File: src/common/ebi_defs.svh
`ifndef EBI_DEFS_SVH
`define EBI_DEFS_SVH

// register byte offsets on the apb bus
`define EBI_OFF_ROLE 12'h000
`define EBI_OFF_CODE_WAIT 12'h004
`define EBI_OFF_DATA_WAIT 12'h008
`define EBI_OFF_STATUS 12'h00C

// pin role bits in the role register
`define EBI_ROLE_LOW 0
`define EBI_ROLE_HIGH 1
`define EBI_ROLE_LATCH 2
`define EBI_ROLE_WRITE 3
`define EBI_ROLE_READ 4

// status register fields
`define EBI_ST_BUSY 0
`define EBI_ST_STRAP 1
`define EBI_ST_DUMMY_LO 2
`define EBI_ST_DUMMY_HI 3

// reset values
`define EBI_ROLE_RST 5'h00
`define EBI_ROLE_STRAP 5'h07
`define EBI_CODE_WAIT_RST 4'h0
`define EBI_DATA_WAIT_RST 4'h0

// data space split
`define EBI_INT_TOP 16'h09FF

// strobe lengths in clock cycles before programmed waits
`define EBI_AUTO_RD 5'h02
`define EBI_AUTO_WR 5'h03
`define EBI_FETCH_BASE 5'h01

`endif

File: src/common/ebi_pkg.sv
package ebi_pkg;

    typedef enum logic [1:0] {
        ST_IDLE,
        ST_ADDR,
        ST_STROBE
    } ebi_state_t;

    typedef logic [1:0] ebi_dummy_t;

endpackage : ebi_pkg

File: src/logic/ebi_wait_cnt.sv
`timescale 1ns/100ps
`default_nettype none

// down counter that stretches a strobe
module ebi_wait_cnt (
    input wire logic pclk,
    input wire logic presetn,
    input wire logic load,
    input wire logic [4:0] load_val,
    output logic expired
);

    logic [4:0] count_reg;

    always_ff @(posedge pclk or negedge presetn) begin
        if (!presetn) begin
            count_reg <= 5'h00;
        end else if (load) begin
            count_reg <= load_val;
        end else if (count_reg != 5'h00) begin
            count_reg <= count_reg - 5'h01;
        end
    end

    assign expired = (count_reg == 5'h00);

endmodule : ebi_wait_cnt

`default_nettype wire

File: src/logic/ebi_dummy_dec.sv
`timescale 1ns/100ps
`default_nettype none

// number of spurious reads for a two-part write
module ebi_dummy_dec (
    input wire logic two_part,
    input wire logic word,
    input wire logic [7:0] addr_code,
    input wire logic [7:0] op_code,
    output ebi_pkg::ebi_dummy_t dummies
);

    function automatic logic byte_op(input logic [7:0] c);
        byte_op = (c[7:3] == 5'h01) || (c[7:3] == 5'h00) || (c[7:3] == 5'h03) ||
                  (c == 8'hB8) || (c == 8'hB9) || (c == 8'hCA) || (c == 8'hBB) ||
                  (c == 8'hBA) || (c == 8'hAA) || (c == 8'hAB) || (c == 8'hC7) ||
                  (c == 8'hD7);
    endfunction : byte_op

    function automatic logic byte_addr(input logic [7:0] c);
        byte_addr = (c[7:3] == 5'h0D) || (c[7:2] == 6'h2C) || (c == 8'hB5) ||
                    (c == 8'hB7) || (c == 8'hB8) || (c == 8'hB9) || (c == 8'hBA) ||
                    (c == 8'hBB) || (c == 8'h9B);
    endfunction : byte_addr

    function automatic logic word_op(input logic [7:0] c);
        word_op = (c == 8'hAA) || (c == 8'hAB) || (c == 8'hC7) || (c == 8'hD7);
    endfunction : word_op

    function automatic logic word_addr(input logic [7:0] c);
        word_addr = (c[7:2] == 6'h19) || (c[7:2] == 6'h28) || (c == 8'hA5) ||
                    (c == 8'hA7) || (c[7:2] == 6'h2A) || (c == 8'h8B);
    endfunction : word_addr

    always_comb begin
        dummies = 2'h0;
        if (two_part) begin
            if (word && word_op(op_code) && word_addr(addr_code)) begin
                dummies = 2'h2;
            end else if (!word && byte_op(op_code) && byte_addr(addr_code)) begin
                dummies = 2'h1;
            end
        end
    end

endmodule : ebi_dummy_dec

`default_nettype wire

File: src/logic/ebi_top.sv
// Functional notes
// - data space is 64KB, reached through a 16-bit data space pointer
// - addresses up to 9FFH are internal, A00H to FFFFH go out on the bus
// - one byte per external bus cycle; words become two byte cycles
// - internal program disable low sets low, high and latch pin roles at reset
// - external program fetches add the code wait count
// - external data byte access takes two or three automatic extra cycles
// - data wait count adds programmed waits to each external data byte
// - two-part write to external area emits spurious reads before writing
// - one spurious read for byte or bit writes, two for word writes
// - single-part accumulator loads and stores emit no spurious read
// - single-part is 1-4 bytes; two-part is 1-3 plus 1-3 bytes
// - listed byte and bit operation parts give one spurious read
// - listed byte operand-address parts qualify for the spurious read
// - listed word operation and operand-address parts give two reads
//
// Chosen here: the placing of the registers and register access over APB.
`timescale 1ns/100ps
`include "ebi_defs.svh"
`default_nettype none

module ebi_top (
    input wire logic pclk,
    input wire logic presetn,
    input wire logic [11:0] paddr,
    input wire logic psel,
    input wire logic penable,
    input wire logic pwrite,
    input wire logic [31:0] pwdata,
    input wire logic [3:0] pstrb,
    output logic [31:0] prdata,
    output logic pready,
    output logic pslverr,
    input wire logic internal_rom_disable_n,
    input wire logic cpu_req,
    output logic cpu_ready,
    input wire logic cpu_fetch,
    input wire logic cpu_write,
    input wire logic cpu_word,
    input wire logic [15:0] cpu_addr,
    input wire logic [15:0] cpu_wdata,
    input wire logic cpu_two_part,
    input wire logic [7:0] cpu_addr_code,
    input wire logic [7:0] cpu_op_code,
    output logic cpu_done,
    output logic [15:0] cpu_rdata,
    output logic int_sel,
    output logic [15:0] int_addr,
    input wire logic [7:0] low_addr_data_port_i,
    output logic [7:0] low_addr_data_port_o,
    output logic low_addr_data_port_oe,
    output logic [7:0] high_addr_port_o,
    output logic high_addr_port_oe,
    output logic latch_strobe_pin_o,
    output logic latch_strobe_pin_oe,
    output logic write_strobe_pin_n_o,
    output logic write_strobe_pin_oe,
    output logic read_strobe_pin_n_o,
    output logic read_strobe_pin_oe,
    output logic fetch_strobe_n_o
);

    // configuration and status
    logic [4:0] role_reg;
    logic [3:0] code_wait_count_reg;
    logic [3:0] data_wait_count_reg;
    logic strap_done_reg;
    logic [31:0] prdata_reg;

    // bus cycle state
    ebi_pkg::ebi_state_t state_reg;
    ebi_pkg::ebi_state_t state_next;
    logic [15:0] data_space_pointer_reg;
    logic [15:0] wdata_reg;
    logic write_reg;
    logic fetch_reg;
    logic word_reg;
    ebi_pkg::ebi_dummy_t dummy_reg;
    logic [2:0] total_reg;
    logic [2:0] idx_reg;
    logic [15:0] rdata_reg;
    logic done_reg;
    logic int_sel_reg;
    logic [15:0] int_addr_reg;

    // decoded request
    logic accept;
    logic is_internal;
    ebi_pkg::ebi_dummy_t dummies;
    logic [2:0] dummy_ext;
    logic [2:0] byte_idx;
    logic in_dummy;
    logic data_write;
    logic [15:0] cyc_addr;
    logic [4:0] strobe_len;
    logic wait_load;
    logic wait_expired;
    logic last_cycle;

    // apb decode
    logic apb_setup;
    logic apb_write;
    logic addr_hit;

    assign apb_setup = psel && !penable;
    assign apb_write = psel && penable && pwrite;
    assign addr_hit = (paddr == `EBI_OFF_ROLE) || (paddr == `EBI_OFF_CODE_WAIT) ||
                      (paddr == `EBI_OFF_DATA_WAIT) || (paddr == `EBI_OFF_STATUS);
    assign pready = psel && penable;
    assign pslverr = psel && penable && !addr_hit;
    assign prdata = prdata_reg;

    // pin roles: software writes, strap applied once after reset release
    always_ff @(posedge pclk or negedge presetn) begin
        if (!presetn) begin
            role_reg <= `EBI_ROLE_RST;
            strap_done_reg <= 1'b0;
        end else begin
            if (!strap_done_reg) begin
                strap_done_reg <= 1'b1;
                if (!internal_rom_disable_n) begin
                    role_reg <= role_reg | `EBI_ROLE_STRAP;
                end
            end else if (apb_write && pstrb[0] && (paddr == `EBI_OFF_ROLE)) begin
                role_reg <= pwdata[4:0];
            end
        end
    end

    // wait count settings
    always_ff @(posedge pclk or negedge presetn) begin
        if (!presetn) begin
            code_wait_count_reg <= `EBI_CODE_WAIT_RST;
            data_wait_count_reg <= `EBI_DATA_WAIT_RST;
        end else if (apb_write && pstrb[0]) begin
            if (paddr == `EBI_OFF_CODE_WAIT) begin
                code_wait_count_reg <= pwdata[3:0];
            end
            if (paddr == `EBI_OFF_DATA_WAIT) begin
                data_wait_count_reg <= pwdata[3:0];
            end
        end
    end

    // read data captured in the setup phase
    always_ff @(posedge pclk or negedge presetn) begin
        if (!presetn) begin
            prdata_reg <= 32'h00000000;
        end else if (apb_setup) begin
            prdata_reg <= 32'h00000000;
            if (paddr == `EBI_OFF_ROLE) begin
                prdata_reg[4:0] <= role_reg;
            end
            if (paddr == `EBI_OFF_CODE_WAIT) begin
                prdata_reg[3:0] <= code_wait_count_reg;
            end
            if (paddr == `EBI_OFF_DATA_WAIT) begin
                prdata_reg[3:0] <= data_wait_count_reg;
            end
            if (paddr == `EBI_OFF_STATUS) begin
                prdata_reg[`EBI_ST_BUSY] <= (state_reg != ebi_pkg::ST_IDLE);
                prdata_reg[`EBI_ST_STRAP] <= strap_done_reg && !internal_rom_disable_n;
                prdata_reg[`EBI_ST_DUMMY_HI:`EBI_ST_DUMMY_LO] <= dummy_reg;
            end
        end
    end

    // spurious read count for the request on the cpu port
    ebi_dummy_dec u_dummy_dec (
        .two_part(cpu_two_part && cpu_write && !cpu_fetch),
        .word(cpu_word),
        .addr_code(cpu_addr_code),
        .op_code(cpu_op_code),
        .dummies(dummies)
    );

    assign cpu_ready = (state_reg == ebi_pkg::ST_IDLE);
    assign accept = cpu_req && cpu_ready;
    assign is_internal = !cpu_fetch && (cpu_addr <= `EBI_INT_TOP);

    // current byte cycle: spurious reads first, then the real bytes
    assign dummy_ext = {1'b0, dummy_reg};
    assign in_dummy = (idx_reg < dummy_ext);
    assign byte_idx = in_dummy ? idx_reg : (idx_reg - dummy_ext);
    assign data_write = write_reg && !in_dummy;
    assign cyc_addr = data_space_pointer_reg + {15'h0000, byte_idx[0]};
    assign last_cycle = (idx_reg == (total_reg - 3'h1));

    // strobe length for this byte cycle
    always_comb begin
        if (fetch_reg) begin
            strobe_len = `EBI_FETCH_BASE + {1'b0, code_wait_count_reg};
        end else if (data_write) begin
            strobe_len = `EBI_AUTO_WR + {1'b0, data_wait_count_reg};
        end else begin
            strobe_len = `EBI_AUTO_RD + {1'b0, data_wait_count_reg};
        end
    end

    assign wait_load = (state_reg == ebi_pkg::ST_ADDR);

    ebi_wait_cnt u_wait_cnt (
        .pclk(pclk),
        .presetn(presetn),
        .load(wait_load),
        .load_val(strobe_len - 5'h01),
        .expired(wait_expired)
    );

    // cycle sequencing
    always_comb begin
        state_next = state_reg;
        unique case (state_reg)
            ebi_pkg::ST_IDLE: begin
                if (accept && !is_internal) begin
                    state_next = ebi_pkg::ST_ADDR;
                end
            end
            ebi_pkg::ST_ADDR: begin
                state_next = ebi_pkg::ST_STROBE;
            end
            ebi_pkg::ST_STROBE: begin
                if (wait_expired) begin
                    state_next = last_cycle ? ebi_pkg::ST_IDLE : ebi_pkg::ST_ADDR;
                end
            end
        endcase
    end

    always_ff @(posedge pclk or negedge presetn) begin
        if (!presetn) begin
            state_reg <= ebi_pkg::ST_IDLE;
        end else begin
            state_reg <= state_next;
        end
    end

    // request capture, held for the whole access
    always_ff @(posedge pclk or negedge presetn) begin
        if (!presetn) begin
            data_space_pointer_reg <= 16'h0000;
            wdata_reg <= 16'h0000;
            write_reg <= 1'b0;
            fetch_reg <= 1'b0;
            word_reg <= 1'b0;
            dummy_reg <= 2'h0;
            total_reg <= 3'h1;
        end else if (accept && !is_internal) begin
            data_space_pointer_reg <= cpu_addr;
            wdata_reg <= cpu_wdata;
            write_reg <= cpu_write && !cpu_fetch;
            fetch_reg <= cpu_fetch;
            word_reg <= cpu_word && !cpu_fetch;
            dummy_reg <= dummies;
            total_reg <= {1'b0, dummies} + ((cpu_word && !cpu_fetch) ? 3'h2 : 3'h1);
        end
    end

    // byte cycle index
    always_ff @(posedge pclk or negedge presetn) begin
        if (!presetn) begin
            idx_reg <= 3'h0;
        end else if (accept) begin
            idx_reg <= 3'h0;
        end else if ((state_reg == ebi_pkg::ST_STROBE) && wait_expired && !last_cycle) begin
            idx_reg <= idx_reg + 3'h1;
        end
    end

    // read data assembled low byte first
    always_ff @(posedge pclk or negedge presetn) begin
        if (!presetn) begin
            rdata_reg <= 16'h0000;
        end else if (accept) begin
            rdata_reg <= 16'h0000;
        end else if ((state_reg == ebi_pkg::ST_STROBE) && wait_expired && !in_dummy && !write_reg) begin
            if (byte_idx[0]) begin
                rdata_reg[15:8] <= low_addr_data_port_i;
            end else begin
                rdata_reg[7:0] <= low_addr_data_port_i;
            end
        end
    end

    // completion and internal memory select
    always_ff @(posedge pclk or negedge presetn) begin
        if (!presetn) begin
            done_reg <= 1'b0;
            int_sel_reg <= 1'b0;
            int_addr_reg <= 16'h0000;
        end else begin
            done_reg <= (accept && is_internal) ||
                        ((state_reg == ebi_pkg::ST_STROBE) && wait_expired && last_cycle);
            int_sel_reg <= accept && is_internal;
            if (accept && is_internal) begin
                int_addr_reg <= cpu_addr;
            end
        end
    end

    assign cpu_done = done_reg;
    assign cpu_rdata = rdata_reg;
    assign int_sel = int_sel_reg;
    assign int_addr = int_addr_reg;

    // pin drive from held state
    always_comb begin
        low_addr_data_port_o = 8'h00;
        low_addr_data_port_oe = 1'b0;
        high_addr_port_o = 8'h00;
        high_addr_port_oe = 1'b0;
        latch_strobe_pin_o = 1'b0;
        write_strobe_pin_n_o = 1'b1;
        read_strobe_pin_n_o = 1'b1;
        fetch_strobe_n_o = 1'b1;
        if (state_reg == ebi_pkg::ST_ADDR) begin
            latch_strobe_pin_o = 1'b1;
            low_addr_data_port_o = cyc_addr[7:0];
            low_addr_data_port_oe = role_reg[`EBI_ROLE_LOW];
        end
        if (state_reg != ebi_pkg::ST_IDLE) begin
            high_addr_port_o = cyc_addr[15:8];
            high_addr_port_oe = role_reg[`EBI_ROLE_HIGH];
        end
        if (state_reg == ebi_pkg::ST_STROBE) begin
            if (fetch_reg) begin
                fetch_strobe_n_o = 1'b0;
            end else if (data_write) begin
                write_strobe_pin_n_o = 1'b0;
                low_addr_data_port_o = byte_idx[0] ? wdata_reg[15:8] : wdata_reg[7:0];
                low_addr_data_port_oe = role_reg[`EBI_ROLE_LOW];
            end else begin
                read_strobe_pin_n_o = 1'b0;
            end
        end
    end

    assign latch_strobe_pin_oe = role_reg[`EBI_ROLE_LATCH];
    assign write_strobe_pin_oe = role_reg[`EBI_ROLE_WRITE];
    assign read_strobe_pin_oe = role_reg[`EBI_ROLE_READ];

endmodule : ebi_top

`default_nettype wire

File: config.mk
export PLATFORM = sky130hd
export DESIGN_NAME = ebi_top
export DESIGN_NICKNAME = d
export VERILOG_FILES = /design/src/common/ebi_pkg.sv /design/src/logic/ebi_wait_cnt.sv /design/src/logic/ebi_dummy_dec.sv /design/src/logic/ebi_top.sv
export VERILOG_INCLUDE_DIRS = /design/src /design/src/common
export SDC_FILE = /design/constraint.sdc
export NUM_CORES = 1
export LEC_CHECK = 0
export BUFFER_PORTS_ARGS = -buffer_cell sky130_fd_sc_hd__buf_4
export CORE_ASPECT_RATIO = 0.5
export CORE_MARGIN = 2
export CORE_UTILIZATION = 30
export CTS_CLUSTER_SIZE = 24
export DETAILED_ROUTE_END_ITERATION = 10
export GPL_TIMING_DRIVEN = 1
export HOLD_SLACK_MARGIN = 0.03
export SLEW_MARGIN = 20
export SYNTH_ARGS = -nofsm -noshare
export SYNTH_HDL_FRONTEND = slang
export SYNTH_SLANG_ARGS = --single-unit
File: constraint.sdc
create_clock -name pclk -period 3.9 [get_ports pclk]
set_input_delay 0.195 -clock pclk [delete_from_list [all_inputs] [get_ports pclk]]
set_output_delay 0.195 -clock pclk [all_outputs]
set_load 0.1 [all_outputs]
======== Word-level counts from Yosys, hierarchy flattened ========
Cells that the tools add are included.
W data, S select, Z words.
word-level totals
  bits in registers ....................... 102
  bits in latches ......................... 0
  memory bits (writable) .................. 0
  ROM bits ................................ 0
  word-level logic and storage cells ...... 197
  memories kept ........................... 0
cells by class
  $add $sub $neg .......................... 10
  $mul .................................... 0
  divide/modulo/power cells ............... 0
  order comparisons ....................... 2
  equality and inequality tests ........... 37
  shift-type cells ........................ 0
  muxes and demuxes ....................... 46
  bitwise operators ....................... 0
  reductions and logical operators ........ 82
operators by type and width
  cell                    count
  $eq A8 B8 Y1 const B    19
  $mux W8                 8
  $mux W5                 7
  $mux W16                2
  $logic_or A1 B1 Y1      31
  $logic_and A1 B1 Y1     25
  $eq A12 B4 Y1 const B   2
  $eq A6 B6 Y1 const B    3
  $mux W1                 17
  $add A16 B1 Y16         1
  $le A16 B12 Y1 const B  1
  $reduce_and A2 Y1       7
  $eq A12 B3 Y1 const B   1
  $logic_not A12 Y1       1
  $mux W4                 3
  $add A2 B4 Y5 const A   2
  $logic_not A5 Y1        2
  $mux W2                 5
  $reduce_bool A2 Y1      5
  $sub A5 B1 Y5 const B   2
  $logic_not A1 Y1        9
  $mux W3                 3
  $eq A6 B5 Y1 const B    1
  $ne A2 B1 Y1 const B    3
  other kinds (16)        17

======== Depth between registers and ports, before layout ========
Gate-level depths: netlist (run 1).
  depth in word-level cells ............... 18
  gate-level depth with buffers ........... 14
  mapped depth without buffers ............ 13

======== Hierarchy ========
A second synthesis (run 1) with hierarchy kept.
second synthesis, totals
  cells, all modules ...................... 515
  area, all modules ....................... 5531.6 µm²
by module, submodules not included
  module         instances  cells each  area each (µm²)  sequential area each (µm²)
  ebi_top        1          456         5041.1           2428.6
  ebi_wait_cnt   1          27          279.0            125.1
  ebi_dummy_dec  1          32          211.5            0.0

======== Least setup slack after synthesis (run 1) ========
No wires, ideal clock.
  kind .................................... reg-to-output
  start point ............................. register idx_reg[0]
  end point ............................... output low_addr_data_port_oe
  arrival time ............................ 4445 ps
  required time ........................... 3705 ps
  slack ................................... -740 ps
  stages on the path, launching flop included .. 7
  cell sequence ........................... dfrtp_1 > inv_1 > ha_1 > nand2b_1 > a21boi_1 > nand2_1 > a21boi_0
on the way
  word-level cells in the longest chain between the ends .. 6
ends and longest elaborated chain
  element                   RTL line        text
  start: declaration        ebi_top.sv:80   logic [2:0] idx_reg;
  start signal: assignment  ebi_top.sv:266  idx_reg <= idx_reg + 3'h1;
  $lt A3 B2 Y1              ebi_top.sv:183  assign in_dummy = (idx_reg < dummy_ext);
  $logic_not A1 Y1          ebi_top.sv:185  assign data_write = write_reg && !in_dummy;
  $logic_and A1 B1 Y1       ebi_top.sv:185
  $mux W1                   ebi_top.sv:328  end else if (data_write) begin
  $mux W1                   ebi_top.sv:326  if (fetch_reg) begin
  $mux W1                   ebi_top.sv:325  if (state_reg == ebi_pkg::ST_STROBE) begin
  end: declaration          ebi_top.sv:51   output logic low_addr_data_port_oe,
No other way between the ends.

======== Worst setup path in the final report (run 1) ========
  start point ............................. register idx_reg[0]
  end point ............................... output high_addr_port_o[2]
on the way
  word-level cells in the longest chain between the ends .. 4
ends and longest elaborated chain
  element                                        RTL line                        text
  $lt A3 B2 Y1 or $sub A1 B1 Y1 (tied branches)  ebi_top.sv:183, ebi_top.sv:184
  $mux W1 (*)                                    ebi_top.sv:184                  assign byte_idx = in_dummy ? idx_reg : (idx_reg - dummy_ext);
  $add A16 B1 Y16 (*)                            ebi_top.sv:186                  assign cyc_addr = data_space_pointer_reg + {15'h0000, byte_idx[0]};
  $mux W8 (*)                                    ebi_top.sv:321                  if (state_reg != ebi_pkg::ST_IDLE) begin
  end: declaration                               ebi_top.sv:52                   output logic [7:0] high_addr_port_o,
Every way passes the cells marked *; elsewhere a longest branch is shown, timed or not.

==> impl_metrics.yaml, run 1 <==
placement:
  place_hpwl_um: 10200
  globalplace.congestion: 0.802
  post-place-ws_ns: 0.798
  numPortBuffers: 151
pwr:
  p_total_uw: 5210
  ir_worst_vdd_uv: 394
  static-leakage-power_uw: 0.00350
  power_density_nw_per_um2: 742
detailed_routing:
  drc: 14
  initialDrtViolationCount: 221
  post_drt_wl_per_cell_um: 14.9
  drt_pass1_iterations: 11
  vias: 4199
  routed_wirelength_um: 13400
  viasPerCell: 4.66
  antenna_violating_nets_post_route: 0
timing:
  final.setup_skew_ns: 0.00811
  fmaxAchievable_ghz: 0.284
  layout_setup_ws_ns: 0.385
  timing.final.hold_violations: 0
  worst_margin_slew_ns: 0.888
  setup_viol_count_final: 0
  grt_setup_unrepaired: "false"
  layout_worst_path_cycle_share_pct: 90.1
  timing.hold.ws_ns: 0.0633
  tns_ns: 0
  min_period_ns: 3.52
  max-slew-margin-rel_pct: 40.7
  slew_violations: 0
layout:
  seq_area_um2: 2550
  fill_cells: 1734
  multi_input_comb_area_um2: 2640
  post-route-util_pct: 40.0
  n_antenna_cell: 0
  area_growth_syn_to_layout_pct: 29.1
  ratio_of_cells_with_drive_above_1_in_the_final_layout_pct: 36.2
  num-nets-final: 791
setup_path:
  worstPathRequired_ns: 3.70
  criticalPathCategory: "reg2out"
  worst_path_max_delay_cell: "sky130_fd_sc_hd__dfrtp_1"
  cp-start-kind: "flip-flop"
  timing.critical_path.fanout_max: 9
  worstPathCellList: "inv_1 -> ha_1 -> nand2b_1 -> nand2_1 -> nor2_1 -> a21oi_1 -> buf_4 -> ha_1 -> ha_1 -> nand3_1 -> or3_1 -> a21oi_2 -> buf_4"
  critPathArrivalTime_ns: 3.32
  critPathMostFrequentCell: "sky130_fd_sc_hd__ha_1"
  worst_path_largest_cell_delay_ns: 0.43
  timing.reg2reg.worst_path_depth: 12
  end_kind: "primary output"
clock_network:
  clk_pin_slew_worst_paths_ns: 0.07
  cts_tree: "done"
  cts_hold_buf: 1
  clock_sinks: 102
  h-tree-depth: 3
  clockBufferDepth: 2
  cts_setup_buffers: 0
  ctsRootBufferMaster: "sky130_fd_sc_hd__clkbuf_16"
  clock_insertion_delay_at_the_later_pin_of_the_skew_report_ns: 0.35
  numCtsBuffers: 9
  cts_repair_resize_count: 0
global_route:
  antenna_found_initial: 0
  grt_util_all_layers_pct: 14.5
  grt_pass1_wl_um: 22100
  globalRoute.totalOverflow: 0
  grt_start_max_net_pins: 68
  number_of_global_route_vias_before_repair: 4284
yosys:
  synth-async-reset-ratio_pct: 100
  synth_ff_type: "sky130_fd_sc_hd__dfrtp_1"
  synth-seq-area-share_pct: 47.0
  syn_avg_cell_area_um2: 10.6
  synth_area_um2: 5440
  synth.yosys.warnings: 0
  syn_inst: 513
  synth.ff_latch_count: 102
  netlist-cell-type-count: 56
  synth_enable_flop_cells: 0
floorplan:
  num_rows: 34
  ios: 209
  die_height_um: 99.2
  core_area_um2: 17600
  die_area_um2: 19300
  die_w_um: 194
  initial_utilization_pct: 31.0
run:
  maxCapViolCount: 0
worst_hold_path:
  hold_class: "in2reg"
  hold-path-cell-count: 3
status:
  run_status: "complete, but fails checks"
  failing_checks: "design-rule violations"
## cell families after synthesis
logic type                 synth area share (%)
AOI/OAI and AO/OA                          6.30
xor gates and xnor gates                   3.54
adders and majority gates                  3.13
buffers and inverters                      6.42
DFF                                        47.0
muxes                                      18.1
other                                     0.138
and+or+nand+nor                            15.4
## synth_stat cells (3+ instances only)
master / n / share of area (%)
sky130_fd_sc_hd__dfrtp_1: 101 / 46
sky130_fd_sc_hd__nor2_1: 55 / 3.8
sky130_fd_sc_hd__mux2_2: 53 / 11
sky130_fd_sc_hd__nand2_1: 39 / 2.7
sky130_fd_sc_hd__mux2i_1: 29 / 5.3
sky130_fd_sc_hd__buf_4: 27 / 3.7
sky130_fd_sc_hd__o21ai_0: 20 / 1.8
sky130_fd_sc_hd__inv_1: 18 / 1.2
sky130_fd_sc_hd__clkbuf_1: 17 / 1.2
sky130_fd_sc_hd__nand3_1: 14 / 1.3
sky130_fd_sc_hd__xor2_1: 13 / 2.1
sky130_fd_sc_hd__ha_1: 12 / 2.8
sky130_fd_sc_hd__a21oi_1: 11 / 1.0
sky130_fd_sc_hd__nor2b_1: 10 / 1.2
sky130_fd_sc_hd__nor3_1: 10 / 0.92
sky130_fd_sc_hd__xnor2_1: 9 / 1.4
sky130_fd_sc_hd__nand2b_1: 8 / 0.92
sky130_fd_sc_hd__o22ai_1: 7 / 0.81
sky130_fd_sc_hd__nand4_1: 6 / 0.69
sky130_fd_sc_hd__or3_1: 5 / 0.58
sky130_fd_sc_hd__and3_1: 4 / 0.46
sky130_fd_sc_hd__mux4_2: 3 / 1.2
sky130_fd_sc_hd__nor3b_1: 3 / 0.41
sky130_fd_sc_hd__o31ai_1: 3 / 0.41
## layout by cell type, fill, tap and decap left out, types with 10 or more instances in the layout
master                    instances
sky130_fd_sc_hd__nor3_1          10
sky130_fd_sc_hd__a21oi_1         10
sky130_fd_sc_hd__buf_4          158
sky130_fd_sc_hd__conb_1          28
sky130_fd_sc_hd__mux2i_1         29
sky130_fd_sc_hd__nand3_1         14
sky130_fd_sc_hd__o21ai_0         20
sky130_fd_sc_hd__nand2_1         39
sky130_fd_sc_hd__xor2_1          13
sky130_fd_sc_hd__ha_1            12
sky130_fd_sc_hd__nor2_1          54
sky130_fd_sc_hd__mux2_2          53
sky130_fd_sc_hd__inv_1           18
sky130_fd_sc_hd__dfrtp_1        101
sky130_fd_sc_hd__nor2b_1         10
## metrics by stage
stage                     std cells  cell area [um2]
after floorplan                 539             5540
after global placement          885             6740
after detailed placement        885             6740
after CTS                       902             7020
after global routing            902             7020
final                           902             7020
## critical path, delay by kind of cell (launching register included)
family | cells | cell delay (ns)
adder cells (fa/ha/maj) | 3 | 0.72
AO/OA/AOI/OAI | 2 | 0.29
buffers and inverters | 3 | 0.65
AND/OR/NAND/NOR | 5 | 0.88
flip-flops | 1 | 0.43
## routing by layer
layer  up-vias  GRT usage (%)  routed length (um)
met3         7           3.93                 649
met5         -              0                   0
met2        99           24.5                6440
met1      2064           18.8                6260
met4         0           2.84                  98
li1       2029              -                   -
## area by class of cell
type / count / area share (%)
clock buffers: 9 / 3.21
clock inverters: 7 / 0.695
inverters: 18 / 0.962
multi-input cells: 373 / 37.6
flip-flops and latches: 102 / 36.4
well taps: 234 / 4.17
repair buffers: 159 / 17.0
## worst paths after layout
kind | endpoint | slack, ns | startpoint
worst min-delay path | data_space_pointer_reg[12] | 0.06 | cpu_addr[12]
min in group asynchronous | cpu_rdata[12] | 0.52 | presetn
worst max register to register | u_wait_cnt.count_reg[4] | 1.28 | idx_reg[0]
worst max-delay path | high_addr_port_o[2] | 0.38 | idx_reg[0]
worst min register to register | prdata[2] | 0.48 | prdata[2]
max in group asynchronous | total_reg[0] | 2.34 | presetn
## report_power, final
part / total (uW) / switching, uW / internal [uW] / leakage, uW
Sequential: 1560 / 220 / 1340 / 0.00130
Combinational: 2800 / 2000 / 799 / 0.00206
Clock: 855 / 419 / 436 / 0.000136
Note: power is estimated with default switching activity, not from simulation.
==> run 2: changes to the inputs <==
--- a/config.mk
+++ b/config.mk
@@ -15,4 +15,5 @@
 export GPL_TIMING_DRIVEN = 1
 export HOLD_SLACK_MARGIN = 0.03
+export SKIP_CTS_REPAIR_TIMING = 1
 export SLEW_MARGIN = 20
 export SYNTH_ARGS = -nofsm -noshare
==> constraint.sdc (replaced) <==
create_clock -name pclk -period 3.9 [get_ports pclk]
set_input_delay 0.39 -clock pclk [delete_from_list [all_inputs] [get_ports pclk]]
set_output_delay 0.39 -clock pclk [all_outputs]
set_load 0.1 [all_outputs]
==> run 2 against run 1 <==
Compared with the run above: design area rose by 0.43%; the run still ends with design-rule violations left; highest routed layer unchanged; power rose by 1.4%; first-iteration DRC count fell by 19%; die area did not move; sequential share of layout area fell by 0.15 points; sequential power barely moved; cell count fell by 0.22%; critical path type unchanged; global-route usage fell by 0.060 points; utilization rose by 0.17 points.
==> impl_metrics.yaml, run 2 (same netlist as run 1, synthesis figures left out) <==
worst_hold_path:
  hold_class: "in2async"
setup_path:
  worst_path_largest_cell_delay_ns: 0.41
  timing.critical_path.fanout_max: 5
  criticalPathCategory: "reg2out"
  cp-start-kind: "flip-flop"
  critPathArrivalTime_ns: 3.13
  worst_path_max_delay_cell: "sky130_fd_sc_hd__dfrtp_1"
  worstPathCellList: "inv_1 -> ha_1 -> nand2b_1 -> nand2_1 -> nor2_1 -> a21oi_1 -> ha_1 -> ha_1 -> nand3_1 -> or3_1 -> a21oi_2 -> buf_4"
  timing.critical_path.from: "idx_reg[0]"
  worstPathRequired_ns: 3.51
  end_kind: "primary output"
  reg2reg_from: "idx_reg[0]"
  critPathMostFrequentCell: "sky130_fd_sc_hd__ha_1"
timing:
  final.setup_skew_ns: 0.00815
  timing.final.hold_violations: 0
  grt_setup_unrepaired: "false"
  timing.hold.ws_ns: 0.0769
  layout_worst_path_cycle_share_pct: 90.2
  setup_viol_count_final: 0
  fmaxAchievable_ghz: 0.284
  slew_violations: 0
  max-slew-margin-rel_pct: 33.0
  tns_ns: 0
  min_period_ns: 3.52
  worst_margin_slew_ns: 1.00
global_route:
  grt_pass1_wl_um: 22000
  grt_util_all_layers_pct: 14.4
  grt_start_max_net_pins: 85
  number_of_global_route_vias_before_repair: 4270
  antenna_found_initial: 0
  globalRoute.totalOverflow: 0
detailed_routing:
  vias: 4211
  antenna_violating_nets_post_route: 0
  post_drt_wl_per_cell_um: 14.8
  routed_wirelength_um: 13300
  drc: 12
  viasPerCell: 4.68
  initialDrtViolationCount: 179
  drt_pass1_iterations: 9
pwr:
  power_density_nw_per_um2: 749
  power_frac_clock_pct: 17.7
  cellInternalPower_uw: 2650
  netSwitchingFraction_pct: 49.9
  p_total_uw: 5280
  ir_worst_vdd_uv: 262
  static-leakage-power_uw: 0.00350
  seqPwrFrac_pct: 29.5
  switching_power_uw: 2640
  comb_power_share_pct: 52.8
status:
  run_status: "complete, but fails checks"
  failing_checks: "design-rule violations"
layout:
  n_antenna_cell: 0
  num-nets-final: 789
  layout_commonest_cell: "sky130_fd_sc_hd__buf_4"
  finalNonFillerCells: 900
  area_growth_syn_to_layout_pct: 29.7
  final_cell_area_um2: 7050
  ratio_of_cells_with_drive_above_1_in_the_final_layout_pct: 36.6
  final_cell_mix: "sky130_fd_sc_hd__buf_4 (156), sky130_fd_sc_hd__dfrtp_1 (101), sky130_fd_sc_hd__nor2_1 (53), sky130_fd_sc_hd__mux2_2 (53), sky130_fd_sc_hd__nand2_1 (38)"
clock_network:
  clk_pin_slew_worst_paths_ns: 0.07
  clock_sinks: 102
  ctsRootBufferMaster: "sky130_fd_sc_hd__clkbuf_16"
  h-tree-depth: 3
  clock_insertion_delay_at_the_later_pin_of_the_skew_report_ns: 0.35
  clockBufferDepth: 2
  cts_tree: "done"
  numCtsBuffers: 9
floorplan:
  die_w_um: 194
  die_height_um: 99.2
  core_area_um2: 17600
  initial_utilization_pct: 31.0
  num_rows: 34
  die_area_um2: 19300
  ios: 209
placement:
  numPortBuffers: 151
  place_hpwl_um: 10000
  globalplace.congestion: 0.783
  place.detailed.instances: 884
  placed_area_um2: 6740
run:
  maxCapViolCount: 0
-- run 2: final cells by class --
| type | instances | area [um2] |
|---|---|---|
| fill | 1744 | 10500 |
| sequential | 102 | 2550 |
| tap | 234 | 293 |
| clock buffer | 9 | 225 |
| timing repair buffer | 157 | 1180 |
| multi-input combinational | 373 | 2650 |
| clock inverter | 7 | 83.8 |
| inverter | 18 | 67.6 |
-- run 2: worst paths after layout --
| check | to | slack [ns] | depth (start not counted) |
|---|---|---|---|
| setup / recovery | high_addr_port_o[2] | 0.38 | 12 |
| hold / removal | cpu_rdata[10] | 0.08 | 1 |
| setup reg to reg | u_wait_cnt.count_reg[4] | 1.35 | 12 |
| hold reg to reg | prdata[2] | 0.48 | 2 |
| max in group asynchronous | code_wait_count_reg[0] | 3.02 | 2 |
| min in group pclk | data_space_pointer_reg[12] | 0.25 | 3 |
-- run 2: routing by layer --
metal	vias up	share of wire, %	GRT usage (%)
li1	2027	-	-
met1	2075	46	18.6
met2	98	48	24.3
met3	11	4.9	3.80
met4	0	0.93	3.55
met5	-	0	0
-- run 2: worst max-delay path, delay by kind of cell (launching register included) --
kind | cells | cell delay [ns]
compound gates | 2 | 0.36
fa+ha+maj | 3 | 0.73
buf+inv | 2 | 0.40
flops | 1 | 0.41
simple gates | 5 | 0.87
-- run 2: power by group through the flow --
stage          sequential, uW  combinational [uW]  clock (uW)
2_1_floorplan            1830                1930           0
3_3_place_gp             1570                2790           0
3_5_place_dp             1580                2800           0
4_1_cts                  1560                2810         971
5_1_grt                  1610                2950        1020
6_report                 1560                2790         934
-- run 2: metrics by stage --
step | setup WS, ns | util (%)
finish | 0.382 | 40.2
global route | 0.112 | 40.2
CTS | 0.348 | 40.1
detailed placement | 0.764 | 38.4
global placement | 0.783 | 38.4
floorplan | -0.255 | -
